==> src/unused_placeholder_none.sv <==
// intentionally empty design helper file: holds no module
`timescale 1ns/1ps

==> src/vpw_pkg.sv <==
// constants, register layouts and states of the pulse-width bus transmitter
package vpw_pkg;

    // clock and microsecond tick
    localparam int          CLK_HZ       = 25_000_000;
    localparam int          TICK_CYC     = CLK_HZ / 1_000_000;
    localparam logic [4:0]  TICK_LAST    = 5'(TICK_CYC - 1);

    // symbol durations in microseconds, normal speed then quad speed; break times serve both speeds
    localparam int          SHORT_N_US   = 64;
    localparam int          SHORT_Q_US   = 16;
    localparam int          LONG_N_US    = 128;
    localparam int          LONG_Q_US    = 32;
    localparam int          SOF_N_US     = 200;
    localparam int          SOF_Q_US     = 50;
    localparam int          EOD_N_US     = 200;
    localparam int          EOD_Q_US     = 50;
    localparam int          EOF_N_US     = 280;
    localparam int          EOF_Q_US     = 70;
    localparam int          NEWSOF_N_US  = 320;
    localparam int          NEWSOF_Q_US  = 80;
    localparam int          BRK_DET_US   = 240;
    localparam int          BRK_SHORT_US = 300;
    localparam int          BRK_LONG_US  = 768;
    // settle time before the line is compared against the driven low
    localparam int          ARB_SAMPLE_US = 4;

    // crc-8 generator
    localparam logic [7:0]  CRC_POLY     = 8'h1d;
    localparam logic [7:0]  CRC_INIT     = 8'hff;

    // register byte offsets
    localparam logic [7:0]  OFS_GCR      = 8'h00;
    localparam logic [7:0]  OFS_ISR      = 8'h04;
    localparam logic [7:0]  OFS_MCR      = 8'h08;
    localparam logic [7:0]  OFS_ICR      = 8'h0c;
    localparam logic [7:0]  OFS_TDB      = 8'h10;
    localparam logic [7:0]  OFS_TBC      = 8'h14;

    typedef struct packed {
        logic crc_disable;
        logic quad_speed_select;
        logic type2_response_mode;
        logic norm_bit_polarity;
        logic rsvd3;
        logic send_break;
        logic tx_inframe_response_mode;
        logic rsvd0;
    } vpw_gcr_t;

    typedef struct packed {
        logic       arb_lost_flag;
        logic       tx_idle_flag;
        logic       tx_buffer_empty_flag;
        logic [4:0] rsvd;
    } vpw_isr_t;

    typedef struct packed {
        logic       long_break_select;
        logic [2:0] rsvd6;
        logic       tx_dma_enable;
        logic [2:0] rsvd2;
    } vpw_mcr_t;

    typedef struct packed {
        logic       arb_lost_irq_enable;
        logic       rsvd6;
        logic       tx_buffer_empty_irq_enable;
        logic [4:0] rsvd;
    } vpw_icr_t;

    localparam vpw_gcr_t    GCR_RST      = vpw_gcr_t'(8'h00);
    localparam vpw_isr_t    ISR_RST      = vpw_isr_t'(8'h60);
    localparam vpw_mcr_t    MCR_RST      = vpw_mcr_t'(8'h00);
    localparam vpw_icr_t    ICR_RST      = vpw_icr_t'(8'h00);
    localparam logic [7:0]  TBC_RST      = 8'h00;

    typedef enum logic [3:0] {
        ST_IDLE,
        ST_WAIT_BUS,
        ST_WAIT_EOD,
        ST_SOF,
        ST_NORM,
        ST_BITS,
        ST_EOF,
        ST_RETRY,
        ST_BREAK
    } vpw_state_t;

endpackage

==> src/vpw_bus_transmitter.sv <==
// transmit side of the variable-pulse-width bus controller, wishbone slave
`timescale 1ns/1ps

// Function
// short pulse 64/16 us: low means 0, high means 1; levels alternate
// long pulse 128/32 us: high means 0, low means 1
// crc byte appended to data and responses unless crc is disabled
// only type III responses carry crc; types I and II have none; the code appends crc whenever crc is enabled, whatever the response type
// after last bit drive low 200/50 us as end of data
// responder sends high normalization bit after end of data, before first byte
// normalization 1 means crc follows by default; polarity control swaps it; the code sends a long high, which is a 0, when crc follows by default
// end of frame is low 280/70 us after last byte or extended end of data
// previous sender may start anew at 320/80 us; others may join from 280
// a high of 240 us or more is break: stop and reset transmitter
// transmitted break lasts 768 us with long break selected, else 300 us
// each byte is shifted out msb first from an internal shift register
// each transmit buffer write decrements the transmit byte counter; the code leaves a zero counter at zero
// finished byte: move buffered byte into shifter, set buffer empty flag
// final byte out and counter zero: load crc into shifter if enabled
// driving low while line high loses arbitration: idle, flag, clear dma
// start of frame is never arbitrated; start on idle or follow another
// no automatic retry except type II response; interrupt request if enabled
// while arbitration lost flag is set the transmitter stays off the link; the code still sends a break while the flag is set
// normal mode: wait idle, send start of frame, bytes, then crc
// software sets counter, reads status, checks flag, then writes first byte
// software waits for buffer empty flag before writing each further byte
// each message starts with a 200/50 us high start of frame
// software speed control selects normal or quad symbol timing
// symbol times counted in microsecond ticks with per-speed terminal counts
module vpw_bus_transmitter
    import vpw_pkg::*;
(
    input  wire logic        clk_i,
    input  wire logic        rst_i,
    input  wire logic        wb_cyc_i,
    input  wire logic        wb_stb_i,
    input  wire logic        wb_we_i,
    input  wire logic [7:0]  wb_adr_i,
    input  wire logic [3:0]  wb_sel_i,
    input  wire logic [31:0] wb_dat_i,
    output logic      [31:0] wb_dat_o,
    output logic             wb_ack_o,
    input  wire logic        rx_line_i,
    output logic             tx_data_pin_o,
    output logic             tx_dma_req_o,
    output logic             tx_irq_req_o
);

    // register state
    vpw_gcr_t    gcr_q;
    vpw_isr_t    isr_q;
    vpw_mcr_t    mcr_q;
    vpw_icr_t    icr_q;
    logic [7:0]  tbc_q;
    logic [7:0]  tx_data_buffer_q;
    logic        buf_full_q;
    logic        ack_q;
    logic [31:0] rdat_q;

    // fsm state and one-cycle events toward the register block
    vpw_state_t  state_q;
    logic [9:0]  tmr_q;
    logic [7:0]  shift_q;
    logic [7:0]  saved_q;
    logic [2:0]  bit_idx_q;
    logic [3:0]  edge_cnt_q;
    logic        lvl_q;
    logic        crc_phase_q;
    logic [7:0]  crc_q;
    logic        pin_q;
    logic        ev_load_q;
    logic        ev_start_q;
    logic        ev_lost_q;
    logic        ev_done_q;
    logic        ev_brk_end_q;

    // tick and line synchroniser
    logic [4:0]  div_q;
    logic        rx_meta_q;
    logic        rx_q;
    logic        rx_prev_q;
    logic [9:0]  rx_low_us_q;
    logic [9:0]  rx_high_us_q;

    // bus decode
    wire         req       = wb_cyc_i & wb_stb_i & ~ack_q;
    wire         wr        = req & wb_we_i & wb_sel_i[0];
    wire         wr_gcr    = wr & (wb_adr_i == OFS_GCR);
    wire         wr_isr    = wr & (wb_adr_i == OFS_ISR);
    wire         wr_mcr    = wr & (wb_adr_i == OFS_MCR);
    wire         wr_icr    = wr & (wb_adr_i == OFS_ICR);
    wire         wr_tdb    = wr & (wb_adr_i == OFS_TDB);
    wire         wr_tbc    = wr & (wb_adr_i == OFS_TBC);
    wire vpw_isr_t isr_w1c = vpw_isr_t'(wb_dat_i[7:0]);
    wire [7:0]   rd_byte   = (wb_adr_i == OFS_GCR) ? gcr_q :
                             (wb_adr_i == OFS_ISR) ? isr_q :
                             (wb_adr_i == OFS_MCR) ? mcr_q :
                             (wb_adr_i == OFS_ICR) ? icr_q :
                             (wb_adr_i == OFS_TDB) ? tx_data_buffer_q :
                             (wb_adr_i == OFS_TBC) ? tbc_q : 8'h00;

    // timing selection
    wire         tick      = (div_q == TICK_LAST);
    wire         quad      = gcr_q.quad_speed_select;
    wire         crc_en    = ~gcr_q.crc_disable;
    wire [9:0]   dur_short = quad ? 10'(SHORT_Q_US) : 10'(SHORT_N_US);
    wire [9:0]   dur_long  = quad ? 10'(LONG_Q_US) : 10'(LONG_N_US);
    wire [9:0]   dur_sof   = quad ? 10'(SOF_Q_US) : 10'(SOF_N_US);
    wire [9:0]   dur_eod   = quad ? 10'(EOD_Q_US) : 10'(EOD_N_US);
    wire [9:0]   dur_eof   = quad ? 10'(EOF_Q_US) : 10'(EOF_N_US);
    wire [9:0]   dur_new   = quad ? 10'(NEWSOF_Q_US) : 10'(NEWSOF_N_US);
    wire [9:0]   dur_brk   = mcr_q.long_break_select ? 10'(BRK_LONG_US)
                                                     : 10'(BRK_SHORT_US);

    // symbol coding: a pulse is short when the bit equals the driven level
    wire         cur_bit   = shift_q[7];
    wire         sym_short = (cur_bit == lvl_q);
    wire         nb_val    = crc_en ^ gcr_q.norm_bit_polarity;
    wire [9:0]   target    = (state_q == ST_SOF)   ? dur_sof :
                             (state_q == ST_NORM)  ? (nb_val ? dur_long : dur_short) :
                             (state_q == ST_BITS)  ? (sym_short ? dur_short : dur_long) :
                             (state_q == ST_BREAK) ? dur_brk : dur_new;
    wire         tmr_done  = tick & (tmr_q == target - 10'h001);

    wire         rx_edge   = rx_q ^ rx_prev_q;
    wire         rx_rise   = rx_q & ~rx_prev_q;
    wire         brk_seen  = (rx_high_us_q >= 10'(BRK_DET_US)) & (state_q != ST_BREAK);
    wire         arb_lost  = (state_q == ST_BITS) & ~lvl_q & rx_q
                           & (tmr_q >= 10'(ARB_SAMPLE_US));
    wire         retry_ok  = gcr_q.type2_response_mode & gcr_q.tx_inframe_response_mode;
    wire [7:0]   crc_nxt   = {crc_q[6:0], 1'b0} ^ ((crc_q[7] ^ cur_bit) ? CRC_POLY : 8'h00);
    wire         byte_end  = tmr_done & (state_q == ST_BITS) & (bit_idx_q == 3'h7);
    // flag updates still in flight must block a restart on a stale buffer
    wire         start_ok  = buf_full_q & ~isr_q.arb_lost_flag & ~ev_load_q & ~ev_lost_q
                           & ~ev_done_q;

    assign wb_ack_o      = ack_q;
    assign wb_dat_o      = rdat_q;
    assign tx_data_pin_o = pin_q;
    assign tx_dma_req_o  = mcr_q.tx_dma_enable & isr_q.tx_buffer_empty_flag & ~buf_full_q;
    assign tx_irq_req_o  = (isr_q.arb_lost_flag & icr_q.arb_lost_irq_enable)
                         | (isr_q.tx_buffer_empty_flag & icr_q.tx_buffer_empty_irq_enable);

    // wishbone answer, one wait state
    always_ff @(posedge clk_i)
    begin
        if (rst_i)
        begin
            ack_q  <= 1'b0;
            rdat_q <= 32'h0000_0000;
        end
        else
        begin
            ack_q  <= req;
            rdat_q <= req ? {24'h00_0000, rd_byte} : rdat_q;
        end
    end

    // microsecond tick and synchronised line with run-length counters
    always_ff @(posedge clk_i)
    begin
        if (rst_i)
        begin
            div_q        <= 5'h00;
            rx_meta_q    <= 1'b0;
            rx_q         <= 1'b0;
            rx_prev_q    <= 1'b0;
            rx_low_us_q  <= 10'h000;
            rx_high_us_q <= 10'h000;
        end
        else
        begin
            div_q     <= tick ? 5'h00 : div_q + 5'h01;
            rx_meta_q <= rx_line_i;
            rx_q      <= rx_meta_q;
            rx_prev_q <= rx_q;
            if (rx_edge)
            begin
                rx_low_us_q  <= 10'h000;
                rx_high_us_q <= 10'h000;
            end
            else if (tick)
            begin
                // saturate so long idle periods stay recognisable
                if (~rx_q && rx_low_us_q != 10'h3ff)
                    rx_low_us_q <= rx_low_us_q + 10'h001;
                if (rx_q && rx_high_us_q != 10'h3ff)
                    rx_high_us_q <= rx_high_us_q + 10'h001;
            end
        end
    end

    // software registers; hardware sets are applied last so they win, except that a buffer write wins over ev_load_q
    always_ff @(posedge clk_i)
    begin
        if (rst_i)
        begin
            gcr_q            <= GCR_RST;
            isr_q            <= ISR_RST;
            mcr_q            <= MCR_RST;
            icr_q            <= ICR_RST;
            tbc_q            <= TBC_RST;
            tx_data_buffer_q <= 8'h00;
            buf_full_q       <= 1'b0;
        end
        else
        begin
            if (wr_gcr)
                gcr_q <= vpw_gcr_t'(wb_dat_i[7:0]);
            if (wr_mcr)
                mcr_q <= vpw_mcr_t'(wb_dat_i[7:0]);
            if (wr_icr)
                icr_q <= vpw_icr_t'(wb_dat_i[7:0]);
            if (wr_tbc)
                tbc_q <= wb_dat_i[7:0];
            if (wr_isr && isr_w1c.arb_lost_flag)
                isr_q.arb_lost_flag <= 1'b0;
            if (ev_load_q)
            begin
                buf_full_q                 <= 1'b0;
                isr_q.tx_buffer_empty_flag <= 1'b1;
            end
            if (wr_tdb)
            begin
                tx_data_buffer_q           <= wb_dat_i[7:0];
                buf_full_q                 <= 1'b1;
                isr_q.tx_buffer_empty_flag <= 1'b0;
                if (tbc_q != 8'h00)
                    tbc_q <= tbc_q - 8'h01;
            end
            if (ev_start_q)
                isr_q.tx_idle_flag <= 1'b0;
            if (ev_lost_q || ev_done_q)
            begin
                buf_full_q                 <= 1'b0;
                isr_q.tx_idle_flag         <= 1'b1;
                isr_q.tx_buffer_empty_flag <= 1'b1;
                mcr_q.tx_dma_enable        <= 1'b0;
            end
            if (ev_lost_q)
                isr_q.arb_lost_flag <= 1'b1;
            if (ev_brk_end_q)
            begin
                gcr_q.send_break        <= 1'b0;
                gcr_q.quad_speed_select <= 1'b0;
            end
        end
    end

    // symbol sequencer
    always_ff @(posedge clk_i)
    begin
        if (rst_i)
        begin
            state_q      <= ST_IDLE;
            tmr_q        <= 10'h000;
            shift_q      <= 8'h00;
            saved_q      <= 8'h00;
            bit_idx_q    <= 3'h0;
            edge_cnt_q   <= 4'h0;
            lvl_q        <= 1'b0;
            crc_phase_q  <= 1'b0;
            crc_q        <= CRC_INIT;
            pin_q        <= 1'b0;
            ev_load_q    <= 1'b0;
            ev_start_q   <= 1'b0;
            ev_lost_q    <= 1'b0;
            ev_done_q    <= 1'b0;
            ev_brk_end_q <= 1'b0;
        end
        else
        begin
            ev_load_q    <= 1'b0;
            ev_start_q   <= 1'b0;
            ev_lost_q    <= 1'b0;
            ev_done_q    <= 1'b0;
            ev_brk_end_q <= 1'b0;
            tmr_q        <= tick ? tmr_q + 10'h001 : tmr_q;
            if (gcr_q.send_break && state_q != ST_BREAK && !ev_brk_end_q)
            begin
                // a break overrides whatever the link is doing
                state_q <= ST_BREAK;
                tmr_q   <= 10'h000;
                pin_q   <= 1'b1;
            end
            else if (brk_seen)
            begin
                state_q   <= ST_IDLE;
                pin_q     <= 1'b0;
                ev_done_q <= 1'b1;
            end
            else if (arb_lost)
            begin
                pin_q <= 1'b0;
                if (retry_ok)
                begin
                    // follow the winner's byte, then resend ours
                    state_q    <= ST_RETRY;
                    edge_cnt_q <= 4'h8 - {1'b0, bit_idx_q};
                end
                else
                begin
                    state_q   <= ST_IDLE;
                    ev_lost_q <= 1'b1;
                end
            end
            else
            begin
                unique case (state_q)
                    ST_IDLE:
                    begin
                        pin_q <= 1'b0;
                        if (start_ok)
                        begin
                            ev_start_q <= 1'b1;
                            state_q    <= gcr_q.tx_inframe_response_mode ? ST_WAIT_EOD
                                                                         : ST_WAIT_BUS;
                        end
                    end
                    ST_WAIT_BUS:
                    begin
                        // idle bus, or another node's start already rising
                        if (!rx_q && rx_low_us_q >= dur_new)
                        begin
                            state_q <= ST_SOF;
                            tmr_q   <= 10'h000;
                            pin_q   <= 1'b1;
                        end
                        else if (rx_rise && rx_low_us_q >= dur_eof)
                        begin
                            state_q <= ST_SOF;
                            tmr_q   <= 10'h000;
                            pin_q   <= 1'b1;
                        end
                    end
                    ST_WAIT_EOD:
                    begin
                        if (!rx_q && rx_low_us_q >= dur_eod)
                        begin
                            state_q <= ST_NORM;
                            tmr_q   <= 10'h000;
                            pin_q   <= 1'b1;
                        end
                    end
                    ST_SOF, ST_NORM:
                    begin
                        if (tmr_done)
                        begin
                            // first byte leaves the buffer, first bit is low
                            state_q     <= ST_BITS;
                            tmr_q       <= 10'h000;
                            shift_q     <= tx_data_buffer_q;
                            saved_q     <= tx_data_buffer_q;
                            ev_load_q   <= 1'b1;
                            bit_idx_q   <= 3'h0;
                            lvl_q       <= 1'b0;
                            pin_q       <= 1'b0;
                            crc_q       <= CRC_INIT;
                            crc_phase_q <= 1'b0;
                        end
                    end
                    ST_BITS:
                    begin
                        if (tmr_done)
                        begin
                            tmr_q     <= 10'h000;
                            lvl_q     <= ~lvl_q;
                            pin_q     <= ~lvl_q;
                            bit_idx_q <= bit_idx_q + 3'h1;
                            shift_q   <= {shift_q[6:0], 1'b0};
                            if (!crc_phase_q)
                                crc_q <= crc_nxt;
                        end
                        if (byte_end)
                        begin
                            if (buf_full_q)
                            begin
                                shift_q   <= tx_data_buffer_q;
                                saved_q   <= tx_data_buffer_q;
                                ev_load_q <= 1'b1;
                            end
                            else if (tbc_q == 8'h00 && crc_en && !crc_phase_q)
                            begin
                                // type I/II responses must run with crc disabled
                                shift_q     <= ~crc_nxt;
                                crc_phase_q <= 1'b1;
                            end
                            else
                            begin
                                state_q <= ST_EOF;
                                pin_q   <= 1'b0;
                            end
                        end
                    end
                    ST_RETRY:
                    begin
                        if (rx_edge && edge_cnt_q == 4'h1)
                        begin
                            state_q   <= ST_BITS;
                            tmr_q     <= 10'h000;
                            shift_q   <= saved_q;
                            bit_idx_q <= 3'h0;
                            lvl_q     <= 1'b0;
                            pin_q     <= 1'b0;
                        end
                        else if (rx_edge)
                            edge_cnt_q <= edge_cnt_q - 4'h1;
                        else if (!rx_q && rx_low_us_q >= dur_eod)
                        begin
                            // winner ended its response, our slot is gone
                            state_q   <= ST_IDLE;
                            ev_lost_q <= 1'b1;
                        end
                    end
                    ST_EOF:
                    begin
                        // low covers end of data, end of frame and restart gap
                        pin_q <= 1'b0;
                        if (tmr_done)
                        begin
                            state_q   <= ST_IDLE;
                            ev_done_q <= 1'b1;
                        end
                    end
                    ST_BREAK:
                    begin
                        pin_q <= 1'b1;
                        if (tmr_done)
                        begin
                            state_q      <= ST_IDLE;
                            pin_q        <= 1'b0;
                            ev_done_q    <= 1'b1;
                            ev_brk_end_q <= 1'b1;
                        end
                    end
                endcase
            end
        end
    end

endmodule

==> config.mk <==
export PLATFORM = sky130hd
export DESIGN_NAME = vpw_bus_transmitter
export DESIGN_NICKNAME = d
export VERILOG_FILES = /design/src/unused_placeholder_none.sv /design/src/vpw_pkg.sv /design/src/vpw_bus_transmitter.sv
export SDC_FILE = /design/constraint.sdc
export NUM_CORES = 1
export LEC_CHECK = 0
export BUFFER_PORTS_ARGS = -buffer_cell sky130_fd_sc_hd__buf_4
export CAP_MARGIN = 5
export CELL_PAD_IN_SITES_DETAIL_PLACEMENT = 0
export CELL_PAD_IN_SITES_GLOBAL_PLACEMENT = 1
export CORE_MARGIN = 5
export CORE_UTILIZATION = 40
export DETAILED_ROUTE_END_ITERATION = 10
export GPL_TIMING_DRIVEN = 0
export PLACE_DENSITY = 0.75
export SYNTH_ARGS = -nofsm -noshare
export SYNTH_HDL_FRONTEND = slang
export SYNTH_SLANG_ARGS = --single-unit
==> constraint.sdc <==
create_clock -name clk_i -period 2.9 [get_ports clk_i]
set_input_delay 0.435 -clock clk_i [delete_from_list [all_inputs] [get_ports clk_i]]
set_output_delay 0.435 -clock clk_i [all_outputs]
set_load 0.02 [all_outputs]
## After elaboration in Yosys (flattened, before gate mapping)

Index checks and enable logic that the tools add are counted.

| word-level totals | value |
|---|---|
| flip-flop bits (word level) | 134 |
| latch bits | 0 |
| memory bits (writable) | 0 |
| ROM bits | 0 |
| bits of input ports | 50 |
| word-level logic and storage cells | 321 |
| memories kept | 0 |

| cells by class | value |
|---|---|
| add/sub/neg operators | 9 |
| $mul | 0 |
| div/mod/pow operators | 0 |
| order comparisons | 5 |
| eq/ne operators | 52 |
| shift operators | 0 |
| multiplexer cells | 112 |
| bitwise operators | 48 |
| reduce and logical (&&, ||, !) cells | 49 |

Operator list:

| operator | number |
|---|---|
| 2-to-1 mux 8 bit | 24 |
| 2-to-1 mux 10 bit | 13 |
| 2-to-1 mux 4 bit | 20 |
| case mux 10 bit (4 select lines) | 1 |
| 2-to-1 mux 1 bit | 36 |
| case mux 8 bit (2 select lines) | 2 |
| adder 10 x 1 -> 10 bit, second input constant | 3 |
| case mux 4 bit (7 select lines) | 1 |
| bitwise AND 1 bit | 27 |
| != test 5 bit, second input constant | 5 |
| case mux 8 bit (3 select lines) | 1 |
| AND reduction 7 bit | 3 |
| greater-or-equal comparator 10 x 9 -> 1 bit | 2 |
| != test 10 bit, second input constant | 2 |
| AND reduction 10 bit | 2 |
| 2-to-1 mux 9 bit | 2 |
| != test 3 bit, second input constant | 6 |
| != test 6 bit, second input constant | 3 |
| equality test 4 x 3 -> 1 bit, second input constant | 4 |
| equality test 8 x 4 -> 1 bit, second input constant | 2 |
| equality test 8 x 5 -> 1 bit, second input constant | 2 |
| zero test 8 bit | 2 |
| != test 2 bit, second input constant | 8 |
| != test 4 bit, second input constant | 4 |
| other kinds (49) | 100 |

## Longest topological paths before layout

Gate-level depths: netlist of run 1.

| depth | value |
|---|---|
| depth after elaboration | 16 |
| gate-level depth with buffers | 13 |
| depth with buffers taken out | 11 |

## Worst setup path after synthesis of run 1

No wires, ideal clock.

| path | value |
|---|---|
| path kind | reg2reg |
| from | register state_q[0] |
| to | register saved_q[0] |
| setup time | 0.128 ns |
| arrival | 3.012 ns |
| setup slack | -0.240 ns |
| cell stages (with the launch flop) | 11 |
| buffers on the path | 1 |
| clock period less this slack | 3.140 ns |
| path through | dfxtp_1 -> or4b_4 -> a21oi_1 -> xnor2_1 -> xnor2_1 -> or4_1 -> or3_1 -> buf_6 -> nor4_4 -> mux2i_1 -> nor2_1 |

| on the way | value |
|---|---|
| cells in the longest elaborated chain, start to end | 12 |
| elaborated cells on any way between the ends | 30 |
| those cells by class | 1 x add/sub; 9 x eq/ne; 5 x mux; 10 x bitwise; 5 x reduce/logical |

RTL lines:

| what | line | text |
|---|---|---|
| start, declared | vpw_bus_transmitter.sv:61 | `vpw_state_t state_q;` |
| start signal, assigned | vpw_bus_transmitter.sv:316 | `state_q <= gcr_q.tx_inframe_response_mode ? ST_WAIT_EOD` |
| equality test 4 bit | vpw_bus_transmitter.sv:122 | `(state_q == ST_BREAK) ? dur_brk : dur_new;` |
| 2-to-1 mux 10 bit | vpw_bus_transmitter.sv:122 |  |
| 2-to-1 mux 10 bit | vpw_bus_transmitter.sv:121 | `(state_q == ST_BITS) ? (sym_short ? dur_short : dur_long) :` |
| 2-to-1 mux 10 bit | vpw_bus_transmitter.sv:120 | `(state_q == ST_NORM) ? (nb_val ? dur_long : dur_short) :` |
| 2-to-1 mux 10 bit | vpw_bus_transmitter.sv:119 | `wire [9:0] target = (state_q == ST_SOF) ? dur_sof :` |
| subtractor 10 x 1 -> 10 bit | vpw_bus_transmitter.sv:123 | `wire tmr_done = tick & (tmr_q == target - 10'h001);` |
| equality test 10 bit | vpw_bus_transmitter.sv:123 |  |
| bitwise AND 1 bit | vpw_bus_transmitter.sv:123 |  |
| bitwise AND 1 bit (2 in a row) | vpw_bus_transmitter.sv:132 | `wire byte_end = tmr_done & (state_q == ST_BITS) & (bit_idx_q == 3'h7);` |
| != test 2 bit (no line) | n/a |  |
| AND reduction 7 bit (no line) | n/a |  |
| end signal, assigned | vpw_bus_transmitter.sv:353 | `saved_q <= tx_data_buffer_q;` |
| end signal, assigned | vpw_bus_transmitter.sv:379 | `saved_q <= tx_data_buffer_q;` |
| end, declared | vpw_bus_transmitter.sv:64 | `logic [7:0] saved_q;` |

Parallel ways exist; a longest one is shown, timed or not.
A chain may end at the register's enable or synchronous reset.

## Final worst setup path of run 1

| path | value |
|---|---|
| from | register state_q[3] |
| to | register saved_q[1] |

Same word-level chain as after synthesis.

==> results of run 1 <==
==> worst register-to-register path: cells and delay by family (launching register included) <==
family / cells / cell delay, ps
flops: 1 / 300
simple gates: 5 / 1260
buf+inv: 3 / 560
compound gates: 3 / 600
mux: 1 / 200
==> where the power goes <==
part           internal [mW]  switching, mW  total (mW)
Sequential              1.86         0.0158        1.87
Combinational          0.128          0.211       0.339
Clock                   1.51          0.860        2.37
Total                   3.49           1.09        4.58
==> stage by stage <==
stage          hold WS (ps)  instance area, um2  TNS [ps]
2_1_floorplan           388                7880     -1400
3_3_place_gp            403                8460    -21240
3_5_place_dp            406                8460    -20340
5_1_grt                 227                9820     -4470
6_report                229                9820     -1790
4_1_cts                 229                9490      -514
==> layout make-up <==
type	count	area, um2
inverters	30	120
clock inverters	11	173
repair buffers	65	529
fillers	1885	9450
multi-input cells	732	5040
clock buffers	21	470
flip-flops and latches	134	2700
plain buffers	74	458
well taps	265	332
==> routing by layer <==
| layer | vias up | track usage | wire length, um |
|---|---|---|---|
| met1 | 3427 | 0.271 | 10400 |
| met3 | 40 | 0.0517 | 1310 |
| met2 | 211 | 0.338 | 11100 |
| li1 | 3557 | - | - |
| met5 | - | 0 | 0 |
| met4 | 0 | 0.0723 | 526 |
==> path summary, 6_finish.rpt <==
kind / from / to / cells past startpoint
min: rx_line_i / rx_meta_q / 2
max reg2reg: state_q[3] / saved_q[1] / 12
min reg2reg: ev_start_q / isr_q[6] / 1
max: state_q[3] / saved_q[1] / 12
==> logic make-up (layout without fill, tap and decap cells) <==
kind of cell,Yosys count,count (layout),share of synthesized area
AO/OA/AOI/OAI,189,189,0.161
AND/OR/NAND/NOR,387,387,0.251
other,1,24,0.000482
multiplexers,63,63,0.0819
buffers and inverters,109,201,0.0694
flip-flops,134,134,0.345
adder cells (fa/ha/maj),27,27,0.0435
XOR/XNOR,42,42,0.0473
==> synth_stat cells, types with 3 or more instances <==
library cell	number	share of area
a211o_1	7	0.0079
a211oi_1	10	0.0097
a21oi_1	54	0.035
a221oi_1	6	0.0068
a22oi_1	4	0.0039
a311oi_1	8	0.0090
a31oi_1	7	0.0056
a32oi_1	4	0.0045
and2_1	10	0.0080
and3_1	14	0.011
and4_1	7	0.0079
buf_2	8	0.0052
buf_4	26	0.025
buf_6	3	0.0043
clkbuf_1	40	0.019
dfxtp_1	134	0.35
ha_1	27	0.043
inv_1	30	0.014
mux2_2	4	0.0058
mux2i_1	58	0.075
nand2_1	65	0.031
nand2b_1	12	0.0097
nand3_1	31	0.020
nand3b_1	3	0.0029
nand4_1	12	0.0097
nor2_1	133	0.064
nor2b_1	13	0.010
nor3_1	37	0.024
nor3b_1	6	0.0058
nor4_1	11	0.0089
o211ai_1	7	0.0068
o21ai_0	38	0.024
o21ai_1	3	0.0019
o21bai_1	6	0.0058
o22ai_1	5	0.0040
o31ai_1	3	0.0029
o32ai_1	3	0.0034
or2_2	6	0.0048
or3_1	10	0.0080
or4_1	3	0.0029
xnor2_1	26	0.029
xor2_1	16	0.018
==> flip-flops by register name, indices dropped and copies added, names as in the netlist, 3 cells and up <==
signal            cells
wb_dat_o              8
saved_q               8
crc_q                 8
tmr_q                10
mcr_q                 8
rx_low_us_q          10
tbc_q                 8
isr_q                 3
rx_high_us_q         10
state_q               4
bit_idx_q             3
gcr_q                 7
div_q                 5
shift_q               8
icr_q                 8
edge_cnt_q            4
tx_data_buffer_q      8
==> repair_timing <==
| item | in CTS | in global routing |
|---|---|---|
| endpoints found under the setup margin | 47 | 47 |
| setup buffers | 16 | 14 |
| gates cloned | 1 | 1 |
| pin swaps | 22 | 15 |
| resized for setup | 60 | 51 |
| hold endpoints to repair | 0 | 0 |
==> summary.md, run 1 <==
| Metric | Value |
|---|---|
| Die H | `~150 um` |
| Fin cells | `1,332` |
| LEAKAGE | `3.78 nW` |
| Worst-skew pair later-pin latency | `approximately 430 ps` |
| Maximum root-to-sink buffer count | `2` |
| Number of buffers and inverters on the critical path | `3` |
| RSZ-0062 raised after global routing | `true` |
| Post-Synthesis Cells | `952` |
| Port Buffers | `33` |
| Initial antenna violation count | `0` |
| Fin. max-slew vios | `0` |
| Final net count | `about 1,100` |
| Hold buffer count at cts | `0` |
| Largest stage delay, worst path | `~460 ps` |
| RD Place Congestion | `approximately 0.9` |
| Violated checks | `negative setup slack` |
| Syn. warnings | `0` |
| Commonest non-fill, non-tap cells in the layout | `nor2_1, dfxtp_1, buf_4, nand2_1, mux2i_1` |
| Core Footprint | `between 15,000 and 20,000 um2` |
| Post-synth EDFFs | `0` |
| HP Class | `in -> reg` |
| Fin worst setup slack | `-166 ps` |
| Vias in the first global route | `6,874` |
| Die span in x | `~150 um` |
| Max VDD drop | `about 400 uV` |
| Relative max-transition margin | `0.434` |
| Clock root cell | `clkbuf_16` |
| Synth Cell Area | `just under 8000 um2` |
| Avg Inst Size Synth | `8.17 um2` |
| Iteration-0 DRC Markers | `between 600 and 700` |
| Final setup fails | `21` |
| Via count | `roughly 7,200` |
| Tot Pwr | `around 4.6 mW` |
| Via density | `about 5.4` |
| Period utilisation layout | `1.06` |
| Critical Path Source Type | `flip-flop` |
| Sink Count | `between 100 and 150` |
| Crit path time final | `3070 ps` |
| Worst Path Required | `approximately 3200 ps` |
| Crit-path slowest cell | `or3_4` |
| CP Cell Sequence | `buf_4 -> buf_4 -> nor4b_4 -> o2bb2ai_1 -> a211oi_2 -> a211oi_2 -> nor3_2 -> or3_4 -> nor4_4 -> buf_6 -> mux2i_1 -> nor2_1` |
| DR WL/cell | `17.5 um` |
| Initial Util | `0.403` |
| Layout Skew | `approximately 13 ps` |
| HPWL Detailed | `16,400 um` |
| Synthesis-to-layout area growth | `26.3%` |
| Seq/Total Area, Yosys | `0.345` |
| Global-route wire length before repair | `between 30,000 and 40,000 um` |
| Total Die Area | `approximately 22,000 um2` |
| Async set or reset register ratio after synthesis | `0` |
| Clock Pin Slew Worst Setup and Hold Paths | `60 ps` |
| Most common cell after layout, fill and taps aside | `nor2_1` |
| Critical path's top delay family | `simple AND/OR/NAND/NOR gates` |
| Count of cell types in the netlist | `between 70 and 80` |
| Htree depth | `4` |
| IO Pins | `86` |
| Hold Vio Cnt, Final | `0` |
| Final core utilization | `0.509` |
| CP Data Arrival Time | `3360 ps` |
| Worst setup EP type | `flip-flop` |
| Max-cap viol count | `0` |
| Max Fanout on Critical Path | `10` |
| Remaining DRCs | `0` |
| Layout cells sized above 1 | `0.205` |
| Yosys reg bits | `134` |
| Final WL | `23,400 um` |
| Grt total ovfl | `0` |
| Num CTS Buffers | `17` |
| Worst-Margin Slew | `847 ps` |
| R2R Setup Slk | `-170 ps` |
| ANT nets after route | `0` |
| CTS tree | `built` |
| Place WS | `-650 ps` |
| Largest net degree at the start of global routing | `17` |
| Pwr dens | `~470 nW/um2` |
| Drt first pass iters | `5` |
| Status | `complete, but fails checks` |
| Tot GR Track Use | `0.208` |
| Primary FF master, synth | `dfxtp_1` |
| DP Cell Count | `approximately 1,300` |
| Std-Cell Rows | `between 50 and 60` |
| Peak Freq | `between 300 and 400 MHz` |
| # diodes | `0` |
| CP Class | `reg -> reg` |
Note: power is estimated with default switching activity, not from simulation.
==> inputs of run 2 (changes only) <==
--- a/config.mk
+++ b/config.mk
@@ -10,10 +10,11 @@
 export CELL_PAD_IN_SITES_DETAIL_PLACEMENT = 0
 export CELL_PAD_IN_SITES_GLOBAL_PLACEMENT = 1
 export CORE_MARGIN = 5
-export CORE_UTILIZATION = 40
+export CORE_UTILIZATION = 44
 export DETAILED_ROUTE_END_ITERATION = 10
 export GPL_TIMING_DRIVEN = 0
-export PLACE_DENSITY = 0.75
+export PLACE_DENSITY = 0.78
+export RECOVER_POWER = 100
 export SYNTH_ARGS = -nofsm -noshare
 export SYNTH_HDL_FRONTEND = slang
 export SYNTH_SLANG_ARGS = --single-unit
==> constraint.sdc (replaced) <==
create_clock -name clk_i -period 3.05 [get_ports clk_i]
set_input_delay 0.4575 -clock clk_i [delete_from_list [all_inputs] [get_ports clk_i]]
set_output_delay 0.4575 -clock clk_i [all_outputs]
set_load 0.02 [all_outputs]
==> run 2 against run 1 <==
  * The flow still finishes with violations (negative setup slack)
  * Die area fell by 8.5%
  * Fmax decreased by 0.45%
  * Clock power grew 4%
  * Critical path type unchanged
==> summary.md, run 2 (synthesis gave the netlist of run 1 again) <==
| Metric | Value |
|---|---|
| Initial antenna violation count | `0 (unchanged)` |
| Most common cell after layout, fill and taps aside | `nor2_1` |
| Worst Path Required | `3400 ps (+210 ps)` |
| Max Fanout on Critical Path | `10 (unchanged)` |
| Worst-Margin Slew | `859 ps (+12.5 ps)` |
| R2r startpoint | `state_q[2]` |
| Final setup fails | `1 (-95%)` |
| R2R Setup Slk | `-30 ps (+140 ps)` |
| Final net count | `1,112 (-1.7%)` |
| Period utilisation layout | `1.01 (-0.0474)` |
| Initial Util | `0.449 (+0.0460)` |
| Synthesis-to-layout area growth | `22.0%` |
| Peak Freq | `325 MHz (-0.45%)` |
| RD Place Congestion | `0.909 (+1.1%)` |
| Hold path startpoint | `rx_line_i` |
| Core Footprint | `17,300 um2 (-10%)` |
| Hold Worst Slack | `256 ps (+26.9 ps)` |
| Sink of the worst hold path | `rx_meta_q` |
| Die H | `143 um (-4.3%)` |
| Layout cells sized above 1 | `0.164 (-0.0411)` |
| Tot GR Track Use | `0.223 (+0.0147)` |
| Global-route wire length before repair | `36,300 um (-1.4%)` |
| # diodes | `0 (unchanged)` |
| CP Data Arrival Time | `3430 ps (+70 ps)` |
| Hold Vio Cnt, Final | `0 (unchanged)` |
| CTS tree | `built` |
| IO Pins | `86 (unchanged)` |
| Clock root cell | `clkbuf_16` |
| DR WL/cell | `17.7 um (+0.89%)` |
| Critical Path Source Type | `flip-flop` |
| Crit path time final | `3080 ps (+14.0 ps)` |
| Max-cap viol count | `0 (unchanged)` |
| LEAKAGE | `3.63 nW (-4.0%)` |
| Worst-skew pair later-pin latency | `430 ps (about the same)` |
| Vias in the first global route | `6,719 (-2.3%)` |
| Total Die Area | `20,400 um2 (-8.5%)` |
| Layout Skew | `9.74 ps (-3.15 ps)` |
| Worst r2r path cells | `12 (unchanged)` |
| Via count | `7,122 (-1.6%)` |
| Largest net degree at the start of global routing | `17 (unchanged)` |
| Relative max-transition margin | `0.427 (-0.00708)` |
| Std-Cell Rows | `48 (-5.9%)` |
| Via density | `5.59 (+3.0%)` |
| Final WL | `22,500 um (-3.6%)` |
| HP Class | `in -> reg` |
| Status | `complete, but fails checks` |
| Grt total ovfl | `0 (unchanged)` |
| HPWL Detailed | `16,200 um (-1.2%)` |
| Fin. max-slew vios | `0 (unchanged)` |
| Worst setup EP type | `flip-flop` |
| Port Buffers | `33 (unchanged)` |
| ANT nets after route | `0 (unchanged)` |
| Violated checks | `negative setup slack` |
| Die span in x | `143 um (-4.3%)` |
| Iteration-0 DRC Markers | `542 (-19%)` |
| Max VDD drop | `411 uV (+1.5%)` |
| Regs by FF count | `rx_high_us_q x10, rx_low_us_q x10, tmr_q x10` |
| Num CTS Buffers | `17 (unchanged)` |
| Maximum root-to-sink buffer count | `2 (unchanged)` |
| Setup_tns | `-29.8 ps (+1760 ps)` |
| Sink Count | `134 (unchanged)` |
| Reg-to-Reg End | `lvl_q` |
| Fin worst setup slack | `-29.8 ps (+136 ps)` |
| Pwr dens | `478 nW/um2 (+2.6%)` |
| Hold buffer count at cts | `0 (unchanged)` |
| Drt first pass iters | `7 (+2)` |
| CP Class | `reg -> reg` |
| Commonest non-fill, non-tap cells in the layout | `nor2_1, dfxtp_1, nand2_1, mux2i_1, buf_4` |
| Clock Pin Slew Worst Setup and Hold Paths | `60 ps (about the same)` |
| Htree depth | `4 (unchanged)` |
| WHS Path Cells | `2 (unchanged)` |
| Remaining DRCs | `0 (unchanged)` |
| RSZ-0062 raised after global routing | `true` |
run 2: routing by layer:
metal	GRT usage	up-vias	share of wire
met1	0.305	3413	0.47
met2	0.357	152	0.46
li1	-	3515	-
met5	0	-	0
met3	0.0362	42	0.044
met4	0.0800	0	0.025
run 2: layout make-up:
class,count,area (um2)
fillers,1660,7810
multi-input cells,732,4940
flip-flops and latches,134,2700
plain buffers,74,448
clock buffers,17,425
repair buffers,46,310
well taps,225,282
clock inverters,15,273
inverters,30,113
run 2: what timing repair did:
item | 4_1_cts | 5_1_grt
resized for setup | 39 | 46
setup buffers | 6 | 5
gates cloned | 0 | 2
pin swaps | 11 | 20
endpoints found under the setup margin | 45 | 47
run 2: worst max-delay path: stages (launching register included):
cell and delay (ps):
dfxtp_2 330, buf_6 130, buf_12 140, nand3b_4 180
a221oi_4 340, xnor2_2 100, or4_4 500, nor3_4 330
buf_6 170, buf_4 130, a31oi_4 110, or4_4 450
a21oi_2 120
run 2: how the worst max path moves through the flow:
stage | startpoint | end | slack, ps | cells after the start
5_1_grt | state_q[1] | lvl_q | -130 | 11
3_5_place_dp | state_q[3] | shift_q[0] | -810 | 13
3_3_place_gp | state_q[3] | shift_q[0] | -860 | 13
2_1_floorplan | mcr_q[7] | saved_q[0] | -30 | 10
6_report | state_q[2] | lvl_q | -30 | 12
4_1_cts | state_q[1] | lvl_q | -0.4 | 11
run 2: metrics by stage:
stage	util	setup slack [ps]	cell area [um2]	total power, mW	instances
after floorplan	-	-30.7	7870	2.00	975
after global placement	0.485	-859	8400	2.11	1233
after detailed placement	0.485	-815	8400	2.10	1233
after CTS	0.537	-0.422	9290	4.57	1266
after global routing	0.548	-126	9480	4.68	1273
final	0.548	-29.8	9480	4.54	1273
run 2: power breakdown:
part / internal (mW) / leakage [nW] / switching (mW)
clock network: 1.62 / 0.342 / 0.836
registers: 1.76 / 1.08 / 0.0159
logic: 0.104 / 2.20 / 0.193
